==> src/crf_defines.svh <==
// constants of the core register file: on-chip offsets, reset values, field positions, counts
`ifndef CRF_DEFINES_SVH
`define CRF_DEFINES_SVH

// ==========================================================
// on-chip i/o offsets
`define CRF_OFS_INT_ENABLE 8'h17
`define CRF_OFS_VEC_BASE 8'h18
`define CRF_OFS_TRAP_BREAK 8'h19
`define CRF_OFS_VERSION 8'hff

// ==========================================================
// reset values
`define CRF_RST_INT_ENABLE 8'h00
`define CRF_RST_VEC_BASE 8'h00
`define CRF_RST_TRAP_BREAK 8'h00
`define CRF_RST_SELECT 32'h0000_0000
`define CRF_RST_PC 32'h0000_0000
`define CRF_RST_SP 32'h0000_0000
`define CRF_RST_I 24'h00_0000
`define CRF_RST_R 8'h00

// ==========================================================
// control select register field positions
`define CRF_SR_LW_BIT 0
`define CRF_SR_XM_BIT 1
`define CRF_SR_GEN_BANK_LO 8
`define CRF_SR_GEN_ALT_BIT 10
`define CRF_SR_AF_ALT_BIT 11
`define CRF_SR_IX_BANK_LO 16
`define CRF_SR_IX_ALT_BIT 18
`define CRF_SR_IY_BANK_LO 24
`define CRF_SR_IY_ALT_BIT 26

// ==========================================================
// flag register reserved bits, assigned vector codes, pseudo-transaction length
`define CRF_F_RSVD_MASK 8'h28
`define CRF_VEC_CODE_IN1 9'h104
`define CRF_VEC_CODE_IN2 9'h108
`define CRF_VEC_CODE_IN3 9'h10c
`define CRF_PSEUDO_BUS_CYCLES 2'h2

`endif

==> src/crf_pkg.sv <==
// types shared by the core register file modules
package crf_pkg;

	// ==========================================================
	// operations issued by the execution core
	typedef enum logic [4:0] {
		CRF_OP_NOP = 5'h00,
		CRF_OP_REG_RD = 5'h01,
		CRF_OP_REG_WR = 5'h02,
		CRF_OP_FLAG_WR = 5'h03,
		CRF_OP_SWAP = 5'h04,
		CRF_OP_EX_PAIR = 5'h05,
		CRF_OP_EX_AF = 5'h06,
		CRF_OP_EX_GEN = 5'h07,
		CRF_OP_EX_IX = 5'h08,
		CRF_OP_EX_IY = 5'h09,
		CRF_OP_EX_ALL = 5'h0a,
		CRF_OP_SPEC_RD = 5'h0b,
		CRF_OP_SPEC_WR = 5'h0c,
		CRF_OP_PC = 5'h0d,
		CRF_OP_SP_ADJ = 5'h0e,
		CRF_OP_SET_XM = 5'h0f,
		CRF_OP_IO_EXT = 5'h10,
		CRF_OP_ONCHIP_RD = 5'h11,
		CRF_OP_ONCHIP_WR = 5'h12,
		CRF_OP_MEM_REF = 5'h13,
		CRF_OP_VEC = 5'h14
	} crf_op_t;

	typedef enum logic [2:0] {
		CRF_REG_AF = 3'h0,
		CRF_REG_BC = 3'h1,
		CRF_REG_DE = 3'h2,
		CRF_REG_HL = 3'h3,
		CRF_REG_IX = 3'h4,
		CRF_REG_IY = 3'h5
	} crf_reg_t;

	typedef enum logic [1:0] {
		CRF_SZ_LO8 = 2'h0,
		CRF_SZ_HI8 = 2'h1,
		CRF_SZ_WORD = 2'h2,
		CRF_SZ_LONG = 2'h3
	} crf_size_t;

	typedef enum logic [1:0] {
		CRF_ST_IDLE = 2'h0,
		CRF_ST_RD = 2'h1,
		CRF_ST_X2 = 2'h2,
		CRF_ST_X3 = 2'h3
	} crf_state_t;

	// ==========================================================
	// request and answer bundles
	typedef struct packed {
		logic valid;
		crf_op_t op;
		crf_reg_t sel;
		crf_size_t size;
		logic [2:0] sub;
		logic [15:0] aux;
		logic [31:0] wdata;
	} crf_req_t;

	typedef struct packed {
		logic done;
		logic [31:0] data;
	} crf_rsp_t;

	typedef struct packed {
		logic [31:0] addr;
		logic strobe;
		logic pseudo;
	} crf_io_t;

	typedef struct packed {
		logic [31:0] addr;
		logic valid;
		logic aligned;
		logic [15:0] lanes;
	} crf_mem_t;

endpackage
==> src/crf_bank_mem.sv <==
// banked register storage with byte-enable write and registered read
`timescale 1ns/1ps

module crf_bank_mem #(
	parameter int WIDTH = 32,
	parameter int DEPTH = 64,
	parameter int AW = 6
) (
	input wire logic sys_clk,
	input wire logic we,
	input wire logic [WIDTH/8-1:0] wbe,
	input wire logic [AW-1:0] waddr,
	input wire logic [WIDTH-1:0] wdata,
	input wire logic [AW-1:0] raddr,
	output logic [WIDTH-1:0] rdata
);

	logic [WIDTH-1:0] store [DEPTH];

	genvar gi;
	generate
		for (gi = 0; gi < WIDTH / 8; gi++) begin : g_lane
			always_ff @(posedge sys_clk) begin
				if (we && wbe[gi]) begin
					store[waddr][gi*8 +: 8] <= wdata[gi*8 +: 8];
				end
			end
		end
	endgenerate

	always_ff @(posedge sys_clk) begin
		rdata <= store[raddr];
	end

endmodule

==> src/crf_core.sv <==
// core register file: banked files, pc, sp, control select, i/o address forming
`timescale 1ns/1ps
`include "crf_defines.svh"

// Operation
// - reset selects bank zero primary; one file active
// - pair exchange moves 16 or 32 bits
// - pair upper half via swap or long load
// - flags hold eight bits, two reserved
// - index registers 32 bits, byte halves addressable
// - modes 2/3 vector uses upper interrupt bits
// - assigned vector from i, base, fixed code
// - native pc upper zero, no carry
// - extended pc increments full 32 bits
// - r register plain read/write, never refreshed
// - sp wraps 2^16 native, 2^32 extended
// - sp upper half loaded in long mode
// - select register whole, byte, common byte access
// - select register read back whole; reset clears it
// - lsb at lowest address, upper lane
// - even address aligned, odd unaligned
// - external i/o is one transaction
// - i/o address formed per instruction form
// - on-chip access is two-cycle pseudo-transaction
// - on-chip space via page-zero ops; 17h-19h
// - version register at 0ffh, read-only
// - data references use full 32-bit address
// - native after reset; extended until reset
module crf_core import crf_pkg::*; #(
	parameter logic [7:0] VERSION_CODE = 8'h5a // arbitrary value
) (
	input wire logic sys_clk,
	input wire logic nrst,
	input wire logic bus_clock,
	input wire crf_req_t req,
	output logic ready,
	output crf_rsp_t rsp,
	output logic [31:0] control_select_register,
	output logic ext_mode,
	output logic [31:0] program_counter,
	output logic [31:0] stack_pointer,
	output crf_io_t io_bus,
	output crf_mem_t mem_ref,
	output logic [31:0] int_vector
);

	// ==========================================================
	// decode helpers
	function automatic logic [5:0] reg_addr(input crf_reg_t sel, input logic [31:0] sr,
			input logic other);
		logic [1:0] bank;
		logic alt;
		bank = sr[`CRF_SR_GEN_BANK_LO +: 2];
		alt = sr[`CRF_SR_GEN_ALT_BIT];
		case (sel)
			CRF_REG_AF: alt = sr[`CRF_SR_AF_ALT_BIT];
			CRF_REG_IX: begin
				bank = sr[`CRF_SR_IX_BANK_LO +: 2];
				alt = sr[`CRF_SR_IX_ALT_BIT];
			end
			CRF_REG_IY: begin
				bank = sr[`CRF_SR_IY_BANK_LO +: 2];
				alt = sr[`CRF_SR_IY_ALT_BIT];
			end
			default: ;
		endcase
		return {bank, alt ^ other, sel};
	endfunction

	function automatic logic [3:0] be_of(input crf_size_t size, input logic lw);
		unique case (size)
			CRF_SZ_LO8: return 4'h1;
			CRF_SZ_HI8: return 4'h2;
			CRF_SZ_WORD: return lw ? 4'hf : 4'h3;
			CRF_SZ_LONG: return 4'hf;
		endcase
	endfunction

	function automatic logic [31:0] mask_of(input logic [3:0] be);
		return {{8{be[3]}}, {8{be[2]}}, {8{be[1]}}, {8{be[0]}}};
	endfunction

	// ==========================================================
	// state
	crf_state_t state_reg, state_next;
	crf_req_t cur_reg;
	logic ready_reg, ready_next;
	logic [31:0] sr_reg, pc_reg, sp_reg, tmp_reg;
	logic xm_reg;
	logic [23:0] i_reg;
	logic [7:0] r_reg, ie_reg, avb_reg, tb_reg;
	logic pseudo_reg, pseudo_next, bclk_prev_reg;
	logic [1:0] bcnt_reg;
	crf_rsp_t rsp_reg;
	crf_io_t io_reg;
	crf_mem_t mem_reg;
	logic [31:0] vec_reg;

	logic accept, lw, bclk_rise;
	logic we;
	logic [3:0] wbe;
	logic [5:0] waddr, raddr;
	logic [31:0] wdata, rdata;

	assign accept = req.valid && ready_reg;
	assign lw = sr_reg[`CRF_SR_LW_BIT];
	assign bclk_rise = bus_clock && !bclk_prev_reg;

	crf_bank_mem #(.WIDTH(32), .DEPTH(64), .AW(6)) u_mem (
		.sys_clk(sys_clk),
		.we(we),
		.wbe(wbe),
		.waddr(waddr),
		.wdata(wdata),
		.raddr(raddr),
		.rdata(rdata)
	);

	// ==========================================================
	// sequencing and storage writes
	always_comb begin
		state_next = state_reg;
		we = 1'b0;
		wbe = 4'h0;
		waddr = reg_addr(req.sel, sr_reg, 1'b0);
		wdata = req.wdata;
		raddr = reg_addr(req.sel, sr_reg, 1'b0);
		unique case (state_reg)
			CRF_ST_IDLE: begin
				if (accept) begin
					unique case (req.op)
						CRF_OP_REG_WR: begin
							we = 1'b1;
							wbe = be_of(req.size, lw);
							if (req.size == CRF_SZ_HI8) begin
								wdata = {16'h0000, req.wdata[7:0], 8'h00};
							end
						end
						CRF_OP_FLAG_WR: begin
							we = 1'b1;
							wbe = 4'h1;
							waddr = reg_addr(CRF_REG_AF, sr_reg, 1'b0);
							wdata = {24'h00_0000, req.wdata[7:0] & ~`CRF_F_RSVD_MASK};
						end
						CRF_OP_IO_EXT: begin
							raddr = reg_addr(req.sub == 3'h0 ? CRF_REG_AF : CRF_REG_BC, sr_reg, 1'b0);
							state_next = CRF_ST_RD;
						end
						CRF_OP_REG_RD, CRF_OP_SWAP, CRF_OP_EX_PAIR, CRF_OP_MEM_REF: begin
							state_next = CRF_ST_RD;
						end
						default: ;
					endcase
				end
			end
			CRF_ST_RD: begin
				state_next = CRF_ST_IDLE;
				waddr = reg_addr(cur_reg.sel, sr_reg, 1'b0);
				raddr = reg_addr(cur_reg.sel, sr_reg, 1'b1);
				if (cur_reg.op == CRF_OP_SWAP) begin
					we = 1'b1;
					wbe = 4'hf;
					wdata = {rdata[15:0], rdata[31:16]};
				end else if (cur_reg.op == CRF_OP_EX_PAIR) begin
					state_next = CRF_ST_X2;
				end
			end
			CRF_ST_X2: begin
				state_next = CRF_ST_X3;
				we = 1'b1;
				wbe = be_of(CRF_SZ_WORD, lw);
				waddr = reg_addr(cur_reg.sel, sr_reg, 1'b0);
				wdata = rdata;
			end
			CRF_ST_X3: begin
				state_next = CRF_ST_IDLE;
				we = 1'b1;
				wbe = be_of(CRF_SZ_WORD, lw);
				waddr = reg_addr(cur_reg.sel, sr_reg, 1'b1);
				wdata = tmp_reg;
			end
		endcase
	end

	always_ff @(posedge sys_clk) begin
		if (!nrst) begin
			state_reg <= CRF_ST_IDLE;
			cur_reg <= '0;
			tmp_reg <= 32'h0000_0000;
		end else begin
			state_reg <= state_next;
			if (accept) begin
				cur_reg <= req;
			end
			if (state_reg == CRF_ST_RD) begin
				tmp_reg <= rdata;
			end
		end
	end

	// ==========================================================
	// ready: low while a sequence or pseudo-transaction runs
	always_comb begin
		pseudo_next = pseudo_reg;
		if (accept && (req.op == CRF_OP_ONCHIP_RD || req.op == CRF_OP_ONCHIP_WR)) begin
			pseudo_next = 1'b1;
		end else if (pseudo_reg && bclk_rise && bcnt_reg == `CRF_PSEUDO_BUS_CYCLES - 2'h1) begin
			pseudo_next = 1'b0;
		end
		ready_next = (state_next == CRF_ST_IDLE) && !pseudo_next;
	end

	always_ff @(posedge sys_clk) begin
		if (!nrst) begin
			ready_reg <= 1'b0;
		end else begin
			ready_reg <= ready_next;
		end
	end

	// ==========================================================
	// control select register and mode
	always_ff @(posedge sys_clk) begin
		if (!nrst) begin
			sr_reg <= `CRF_RST_SELECT;
		end else if (accept) begin
			unique case (req.op)
				CRF_OP_EX_AF: sr_reg[`CRF_SR_AF_ALT_BIT] <= ~sr_reg[`CRF_SR_AF_ALT_BIT];
				CRF_OP_EX_GEN: sr_reg[`CRF_SR_GEN_ALT_BIT] <= ~sr_reg[`CRF_SR_GEN_ALT_BIT];
				CRF_OP_EX_IX: sr_reg[`CRF_SR_IX_ALT_BIT] <= ~sr_reg[`CRF_SR_IX_ALT_BIT];
				CRF_OP_EX_IY: sr_reg[`CRF_SR_IY_ALT_BIT] <= ~sr_reg[`CRF_SR_IY_ALT_BIT];
				CRF_OP_EX_ALL: begin
					sr_reg[`CRF_SR_GEN_ALT_BIT] <= ~sr_reg[`CRF_SR_GEN_ALT_BIT];
					sr_reg[`CRF_SR_IX_ALT_BIT] <= ~sr_reg[`CRF_SR_IX_ALT_BIT];
					sr_reg[`CRF_SR_IY_ALT_BIT] <= ~sr_reg[`CRF_SR_IY_ALT_BIT];
				end
				CRF_OP_SET_XM: sr_reg[`CRF_SR_XM_BIT] <= 1'b1;
				CRF_OP_SPEC_WR: begin
					unique case (req.sub)
						3'h3: sr_reg <= (req.wdata & ~(32'h1 << `CRF_SR_XM_BIT))
								| (sr_reg & (32'h1 << `CRF_SR_XM_BIT));
						3'h4: sr_reg[15:8] <= req.wdata[7:0];
						3'h5: sr_reg[23:16] <= req.wdata[7:0];
						3'h6: sr_reg[31:24] <= req.wdata[7:0];
						3'h7: sr_reg[31:8] <= {3{req.wdata[7:0]}};
						default: ;
					endcase
				end
				default: ;
			endcase
		end
	end

	// ==========================================================
	// program counter
	always_ff @(posedge sys_clk) begin
		if (!nrst) begin
			pc_reg <= `CRF_RST_PC;
		end else if (accept && req.op == CRF_OP_PC) begin
			if (xm_reg) begin
				pc_reg <= (req.sub == 3'h0) ? pc_reg + req.wdata : req.wdata;
			end else begin
				pc_reg[31:16] <= 16'h0000;
				pc_reg[15:0] <= (req.sub == 3'h0) ? pc_reg[15:0] + req.wdata[15:0] : req.wdata[15:0];
			end
		end
	end

	// ==========================================================
	// stack pointer
	always_ff @(posedge sys_clk) begin
		if (!nrst) begin
			sp_reg <= `CRF_RST_SP;
		end else if (accept && req.op == CRF_OP_SP_ADJ) begin
			if (xm_reg) begin
				sp_reg <= sp_reg + req.wdata;
			end else begin
				sp_reg[15:0] <= sp_reg[15:0] + req.wdata[15:0];
			end
		end else if (accept && req.op == CRF_OP_SPEC_WR && req.sub == 3'h2) begin
			sp_reg[15:0] <= req.wdata[15:0];
			if (lw || req.size == CRF_SZ_LONG) begin
				sp_reg[31:16] <= req.wdata[31:16];
			end
		end
	end

	// ==========================================================
	// interrupt and r registers
	always_ff @(posedge sys_clk) begin
		if (!nrst) begin
			i_reg <= `CRF_RST_I;
			r_reg <= `CRF_RST_R;
		end else if (accept && req.op == CRF_OP_SPEC_WR) begin
			if (req.sub == 3'h0) begin
				i_reg <= req.wdata[23:0];
			end
			if (req.sub == 3'h1) begin
				r_reg <= req.wdata[7:0];
			end
		end
	end

	// ==========================================================
	// on-chip i/o registers
	always_ff @(posedge sys_clk) begin
		if (!nrst) begin
			ie_reg <= `CRF_RST_INT_ENABLE;
			avb_reg <= `CRF_RST_VEC_BASE;
			tb_reg <= `CRF_RST_TRAP_BREAK;
		end else if (accept && req.op == CRF_OP_ONCHIP_WR) begin
			unique case (req.aux[7:0])
				`CRF_OFS_INT_ENABLE: ie_reg <= req.wdata[7:0];
				`CRF_OFS_VEC_BASE: avb_reg <= req.wdata[7:0];
				`CRF_OFS_TRAP_BREAK: tb_reg <= req.wdata[7:0];
				default: ; // version is read-only
			endcase
		end
	end

	// ==========================================================
	// pseudo-transaction timing on the bus clock
	always_ff @(posedge sys_clk) begin
		if (!nrst) begin
			pseudo_reg <= 1'b0;
			bcnt_reg <= 2'h0;
			bclk_prev_reg <= 1'b0;
		end else begin
			bclk_prev_reg <= bus_clock;
			pseudo_reg <= pseudo_next;
			if (!pseudo_reg) begin
				bcnt_reg <= 2'h0;
			end else if (bclk_rise) begin
				bcnt_reg <= bcnt_reg + 2'h1;
			end
		end
	end

	// ==========================================================
	// answers to the execution core
	always_ff @(posedge sys_clk) begin
		if (!nrst) begin
			rsp_reg <= '0;
		end else begin
			rsp_reg.done <= 1'b0;
			if (state_reg == CRF_ST_RD && cur_reg.op == CRF_OP_REG_RD) begin
				rsp_reg.done <= 1'b1;
				rsp_reg.data <= rdata & mask_of(be_of(cur_reg.size, lw));
				if (cur_reg.size == CRF_SZ_HI8) begin
					rsp_reg.data <= {24'h00_0000, rdata[15:8]};
				end
			end else if ((state_reg == CRF_ST_RD && cur_reg.op != CRF_OP_EX_PAIR)
					|| state_reg == CRF_ST_X3) begin
				rsp_reg.done <= 1'b1;
				rsp_reg.data <= 32'h0000_0000;
			end else if (accept && state_next == CRF_ST_IDLE) begin
				rsp_reg.done <= 1'b1;
				rsp_reg.data <= 32'h0000_0000;
				if (req.op == CRF_OP_SPEC_RD) begin
					unique case (req.sub)
						3'h0: rsp_reg.data <= {8'h00, i_reg};
						3'h1: rsp_reg.data <= {24'h00_0000, r_reg};
						3'h2: rsp_reg.data <= sp_reg;
						3'h3: rsp_reg.data <= pc_reg;
						default: rsp_reg.data <= sr_reg;
					endcase
				end else if (req.op == CRF_OP_ONCHIP_RD) begin
					unique case (req.aux[7:0])
						`CRF_OFS_INT_ENABLE: rsp_reg.data <= {24'h00_0000, ie_reg};
						`CRF_OFS_VEC_BASE: rsp_reg.data <= {24'h00_0000, avb_reg};
						`CRF_OFS_TRAP_BREAK: rsp_reg.data <= {24'h00_0000, tb_reg};
						`CRF_OFS_VERSION: rsp_reg.data <= {24'h00_0000, VERSION_CODE};
						default: ;
					endcase
				end
			end
		end
	end

	// ==========================================================
	// i/o address bus
	always_ff @(posedge sys_clk) begin
		if (!nrst) begin
			io_reg <= '0;
		end else begin
			io_reg.strobe <= 1'b0;
			io_reg.pseudo <= pseudo_next; // controls stay inactive
			if (accept && (req.op == CRF_OP_ONCHIP_RD || req.op == CRF_OP_ONCHIP_WR)) begin
				io_reg.addr <= {24'h00_0000, req.aux[7:0]};
			end else if (state_reg == CRF_ST_RD && cur_reg.op == CRF_OP_IO_EXT) begin
				io_reg.strobe <= 1'b1; // single transaction
				unique case (cur_reg.sub)
					3'h0: io_reg.addr <= {16'h0000, rdata[15:8], cur_reg.aux[7:0]};
					3'h1: io_reg.addr <= rdata;
					3'h2: io_reg.addr <= {16'h0000, cur_reg.wdata[15:0]};
					3'h3: io_reg.addr <= {8'h00, cur_reg.wdata[23:0]};
					default: io_reg.addr <= cur_reg.wdata;
				endcase
			end
		end
	end

	// ==========================================================
	// memory reference address and byte lanes
	always_ff @(posedge sys_clk) begin
		if (!nrst) begin
			mem_reg <= '0;
		end else begin
			mem_reg.valid <= 1'b0;
			if (state_reg == CRF_ST_RD && cur_reg.op == CRF_OP_MEM_REF) begin
				mem_reg.valid <= 1'b1;
				mem_reg.addr <= rdata;
				mem_reg.aligned <= ~rdata[0];
				mem_reg.lanes <= {cur_reg.wdata[7:0], cur_reg.wdata[15:8]};
			end
		end
	end

	// ==========================================================
	// interrupt vector forming
	always_ff @(posedge sys_clk) begin
		if (!nrst) begin
			vec_reg <= 32'h0000_0000;
		end else if (accept && req.op == CRF_OP_VEC) begin
			unique case (req.sub)
				3'h0: vec_reg <= {i_reg, req.aux[7:0]};
				3'h1: vec_reg <= {i_reg[23:8], req.aux};
				3'h2: vec_reg <= {i_reg[23:8], avb_reg[7:1], `CRF_VEC_CODE_IN1};
				3'h3: vec_reg <= {i_reg[23:8], avb_reg[7:1], `CRF_VEC_CODE_IN2};
				default: vec_reg <= {i_reg[23:8], avb_reg[7:1], `CRF_VEC_CODE_IN3};
			endcase
		end
	end

	assign ready = ready_reg;
	assign rsp = rsp_reg;
	assign control_select_register = sr_reg;
	assign xm_reg = sr_reg[`CRF_SR_XM_BIT];
	assign ext_mode = xm_reg;
	assign program_counter = pc_reg;
	assign stack_pointer = sp_reg;
	assign io_bus = io_reg;
	assign mem_ref = mem_reg;
	assign int_vector = vec_reg;

endmodule

==> config.mk <==
export PLATFORM = sky130hd
export DESIGN_NAME = crf_core
export DESIGN_NICKNAME = d
export VERILOG_FILES = /design/src/crf_pkg.sv /design/src/crf_bank_mem.sv /design/src/crf_core.sv
export VERILOG_INCLUDE_DIRS = /design/src
export SDC_FILE = /design/constraint.sdc
export NUM_CORES = 2
export LEC_CHECK = 0
export ABC_AREA = 1
export BUFFER_PORTS_ARGS = -buffer_cell sky130_fd_sc_hd__buf_2
export CAP_MARGIN = 20
export CELL_PAD_IN_SITES_DETAIL_PLACEMENT = 0
export CELL_PAD_IN_SITES_GLOBAL_PLACEMENT = 2
export CORE_ASPECT_RATIO = 1.2
export CORE_MARGIN = 3
export CORE_UTILIZATION = 35
export DETAILED_ROUTE_END_ITERATION = 6
export PLACE_DENSITY_LB_ADDON = 0.1
export SLEW_MARGIN = 20
export SYNTH_ARGS = -nofsm -noshare
export SYNTH_HDL_FRONTEND = slang
export SYNTH_HIERARCHICAL = 1
export SYNTH_SLANG_ARGS = --single-unit
==> constraint.sdc <==
create_clock -name sys_clk -period 9.4 [get_ports sys_clk]
set_input_delay 1.88 -clock sys_clk [delete_from_list [all_inputs] [get_ports sys_clk]]
set_output_delay 1.88 -clock sys_clk [all_outputs]
set_load 0.05 [all_outputs]
==> results.md <==
- Area growth from synthesis to layout: 13.5%
- Clock Tree Root: clkbuf_16
- TritonCTS clock tree: done
- CP peak stage delay: between 0.8 and 0.9 ns
- X dimension of the die: between 500 and 600 microns
- Most area-hungry cell type in the Yosys netlist: edfxtp_1
- Cell-by-cell trace of the critical path: buf_2 -> inv_1 -> nand2_1 -> nor4_1 -> nand3_1 -> o21ai_1 -> o221ai_4 -> inv_16 -> buf_4 -> nand2_1 -> nand3_1 -> nand3_1 -> nand3_1 -> nand3_1 -> nand2_1 -> nand2_1 -> nand2_1
- Setup fix buffers added after clock tree synthesis: 0
- Number of setup violations in the final report: 0
- Port buffer count: between 300 and 400
- Max-slew headroom: 0.187
- Clock transition time at the flip-flop clock pins of the worst setup and hold paths: around 0.060 ns
- Sequential-to-total area share from yosys stat: 0.659
- Worst-Margin Slew: about 1.2 ns
- Uppermost metal layer occupied by signal nets: met5
- Launching element type of the critical path: input pin
- Power density of the placed cells: 227 nW/um^2
- Class of the tightest hold or removal check: reg -> reg
- Antenna-violating nets left: 0
- Met3 routed wirelength: between 20,000 and 25,000 microns
- I/O Pins: roughly 310
- Largest delay share family, worst path: simple AND/OR/NAND/NOR gates
- Crit path capture type: flop
- Critical path peak fanout: around 160
- Setup repair after global routing missed its margin: no
- Proportion of synthesized flip-flops having asynchronous set or reset: 0
- Cell area after technology mapping: between 100,000 and 150,000 sq um
- Area fraction of the dominant cell type after synthesis: 0.579
- Net total in the final layout: around 11k
- Period minus WS final: between 6 and 7 ns
- Maximum number of pins on one net before global-route repair: about 170
- Number of cell rows: approximately 220
- Final non-filler cell total: 14.8k
- Cell with the most instances after synthesis: nand2_1
- Starting density of the core: 0.352
- Status: complete, but fails checks
- Count of H-tree levels built during CTS: 5
- Syn avg cell area: between 10 and 15 sq um
- Per-cell routed wire length: 28.4 microns
- Max Fclk: between 100 and 150 MHz
- Total congestion overflow after global routing: 0
- Number of violations reported at the end of detailed-routing iteration 0: 7,524
- Hold violation total from the final report: 0
- Arrival time at the worst endpoint: ~7.5 ns
- Vias after detailed routing: ~80k
- Final Wtd Congestion: slightly above 0.9
- Worst-skew pair later-pin latency: roughly 0.86 ns
- Share of post-route cells with drive strength above 1: 0.0907
- Final hold slack: 0.454 ns
- Per-cell via count in the routed design: about 5.4
- Yosys warning total: 6
- Global router's overall resource usage: 0.263
- Max-cap check violation count: 0
- Number of design rule violations left after detail routing: 22
- Prevailing post-synth register cell: edfxtp_1
- Worst Clk Skew: 0.0420 ns
- Post-synth top cells: 3,100 x nand2_1, 2,070 x nand3_1, 2,048 x edfxtp_1
- Leakage power figure: between 40 and 50 nW
- Number of buffers created by CTS: about 280
- Count of placed standard cells including taps: roughly 14k
- Number of global-route vias before repair: 76.9k
- Detailed-routed wire length on met2: between 200,000 and 250,000 microns
- Setup TNS Final: 0 ns
- VDD IR-drop max: 0.000149 V
- Total of cells resized after clock tree synthesis: 0
- Core footprint: 302,000 sq um
- Final worst path period share: 0.711
- Total length of routed wires: around 420,000 microns
- Synth Net Count: 10.6k
- Die Y-Extent: between 600 and 700 microns
- Number of synthesized flops with an enable pin: 2,048
- Req. time, crit path: between 10 and 15 ns
- Distinct cell type count of the synthesized netlist: between 60 and 70
- Wire length of the first global-routing pass: 592,000 microns
- Violations in the final reports: design-rule violations
- Max clock buf depth: 4
- Initial antenna violation count: 28
- Floorplan die area: around 310,000 sq um
- Largest register FFs: approximately 2k
- Drt first pass iters: 7
- Routed length on met1: 173,000 microns
- Biggest area contributors in the synthesized netlist: edfxtp_1 58%, nand2_1 11%, nand3_1 9.7%
- Number of cells produced by synthesis: 10.5k
- Hold buffer count at cts: 0
- Worst setup path class: in -> reg
- Number of storage elements in the synthesis netlist: between 2k and 2.5k
- Sum of buffers and inverters on the critical path: 4
- Overall Power: between 20 and 30 mW
- Number of clock sinks seen by CTS: around 2.5k
- Number of max-slew violations in the final report: 0
- Total half-perimeter wirelength after legalization and detailed placement: 269,000 microns
- Critical-path cell with the highest stage delay: nor4_1
## worst paths after layout
kind | from | to | slack, ns | cells past startpoint
max | req[59] | u_mem/rdata[27] | 2.71 | 17
min | r_reg[0] | r_reg[0] | 0.45 | 2
max reg2reg | state_reg[1] | u_mem/store[45][22] | 3.54 | 12
min reg2reg | r_reg[0] | r_reg[0] | 0.45 | 2
## cells in the final DEF (no fill, tap or decap), types with 30 or more instances in the layout
cell and n:
a21oi_1 448, a31oi_1 30, buf_2 310, buf_4 120, clkbuf_1 75, clkbuf_16 292, clkinv_1 61, clkinv_2 34
dfxtp_1 419, edfxtp_1 2048, ha_1 66, inv_1 242, nand2_1 3095, nand3_1 2069, nand4_1 31, nor2_1 619
nor3_1 30, o211ai_1 43, o21ai_0 348
## stage by stage
stage / worst slack, ns / util / cell area [sq um]
final: 2.71 / 0.400 / 121000
after global routing: 2.43 / 0.399 / 121000
after CTS: 2.77 / 0.399 / 121000
after detailed placement: 1.88 / 0.370 / 112000
after global placement: 1.99 / 0.370 / 112000
after floorplan: 1.67 / - / 106000
## power by group
group | switching (mW) | internal (mW)
sequential | 0.323 | 12.5
clock | 4.50 | 6.23
combinational | 3.02 | 0.748
## area by class of cell
cell class              count  area [sq um]
inverters                 277          1080
repair buffers            459          3030
well taps                4014          5020
clock inverters           111           933
diodes                     15          37.5
multi-input cells        7058         32700
flip-flops and latches   2472         70000
clock buffers             387          7860
fillers                 29700        181000
## metal layers
metal	global-route usage	vias to the layer above
met5	0	-
met4	0.122	6
met3	0.0385	629
met2	0.437	2734
met1	0.339	40000
li1	-	36700
## worst register-to-register path: stages, from the launching register on
cell and delay (ns):
dfxtp_1 0.38, inv_1 0.11, ha_1 0.76, clkinv_1 0.21
buf_4 0.35, a21oi_1 0.19, o21ai_0 0.11, o21a_1 0.23
inv_1 0.17, inv_1 0.10, nor3_1 0.82, nand2_1 1.01
nor2_1 1.05
## cells by family after synthesis
kind of cell    share of synthesized area
simple gates                        0.236
flops                               0.659
compound gates                     0.0552
buf+inv                            0.0397
fa+ha+maj                         0.00827
xor+xnor                          0.00140
mux                              0.000730
(Power assumes the default switching activity.)
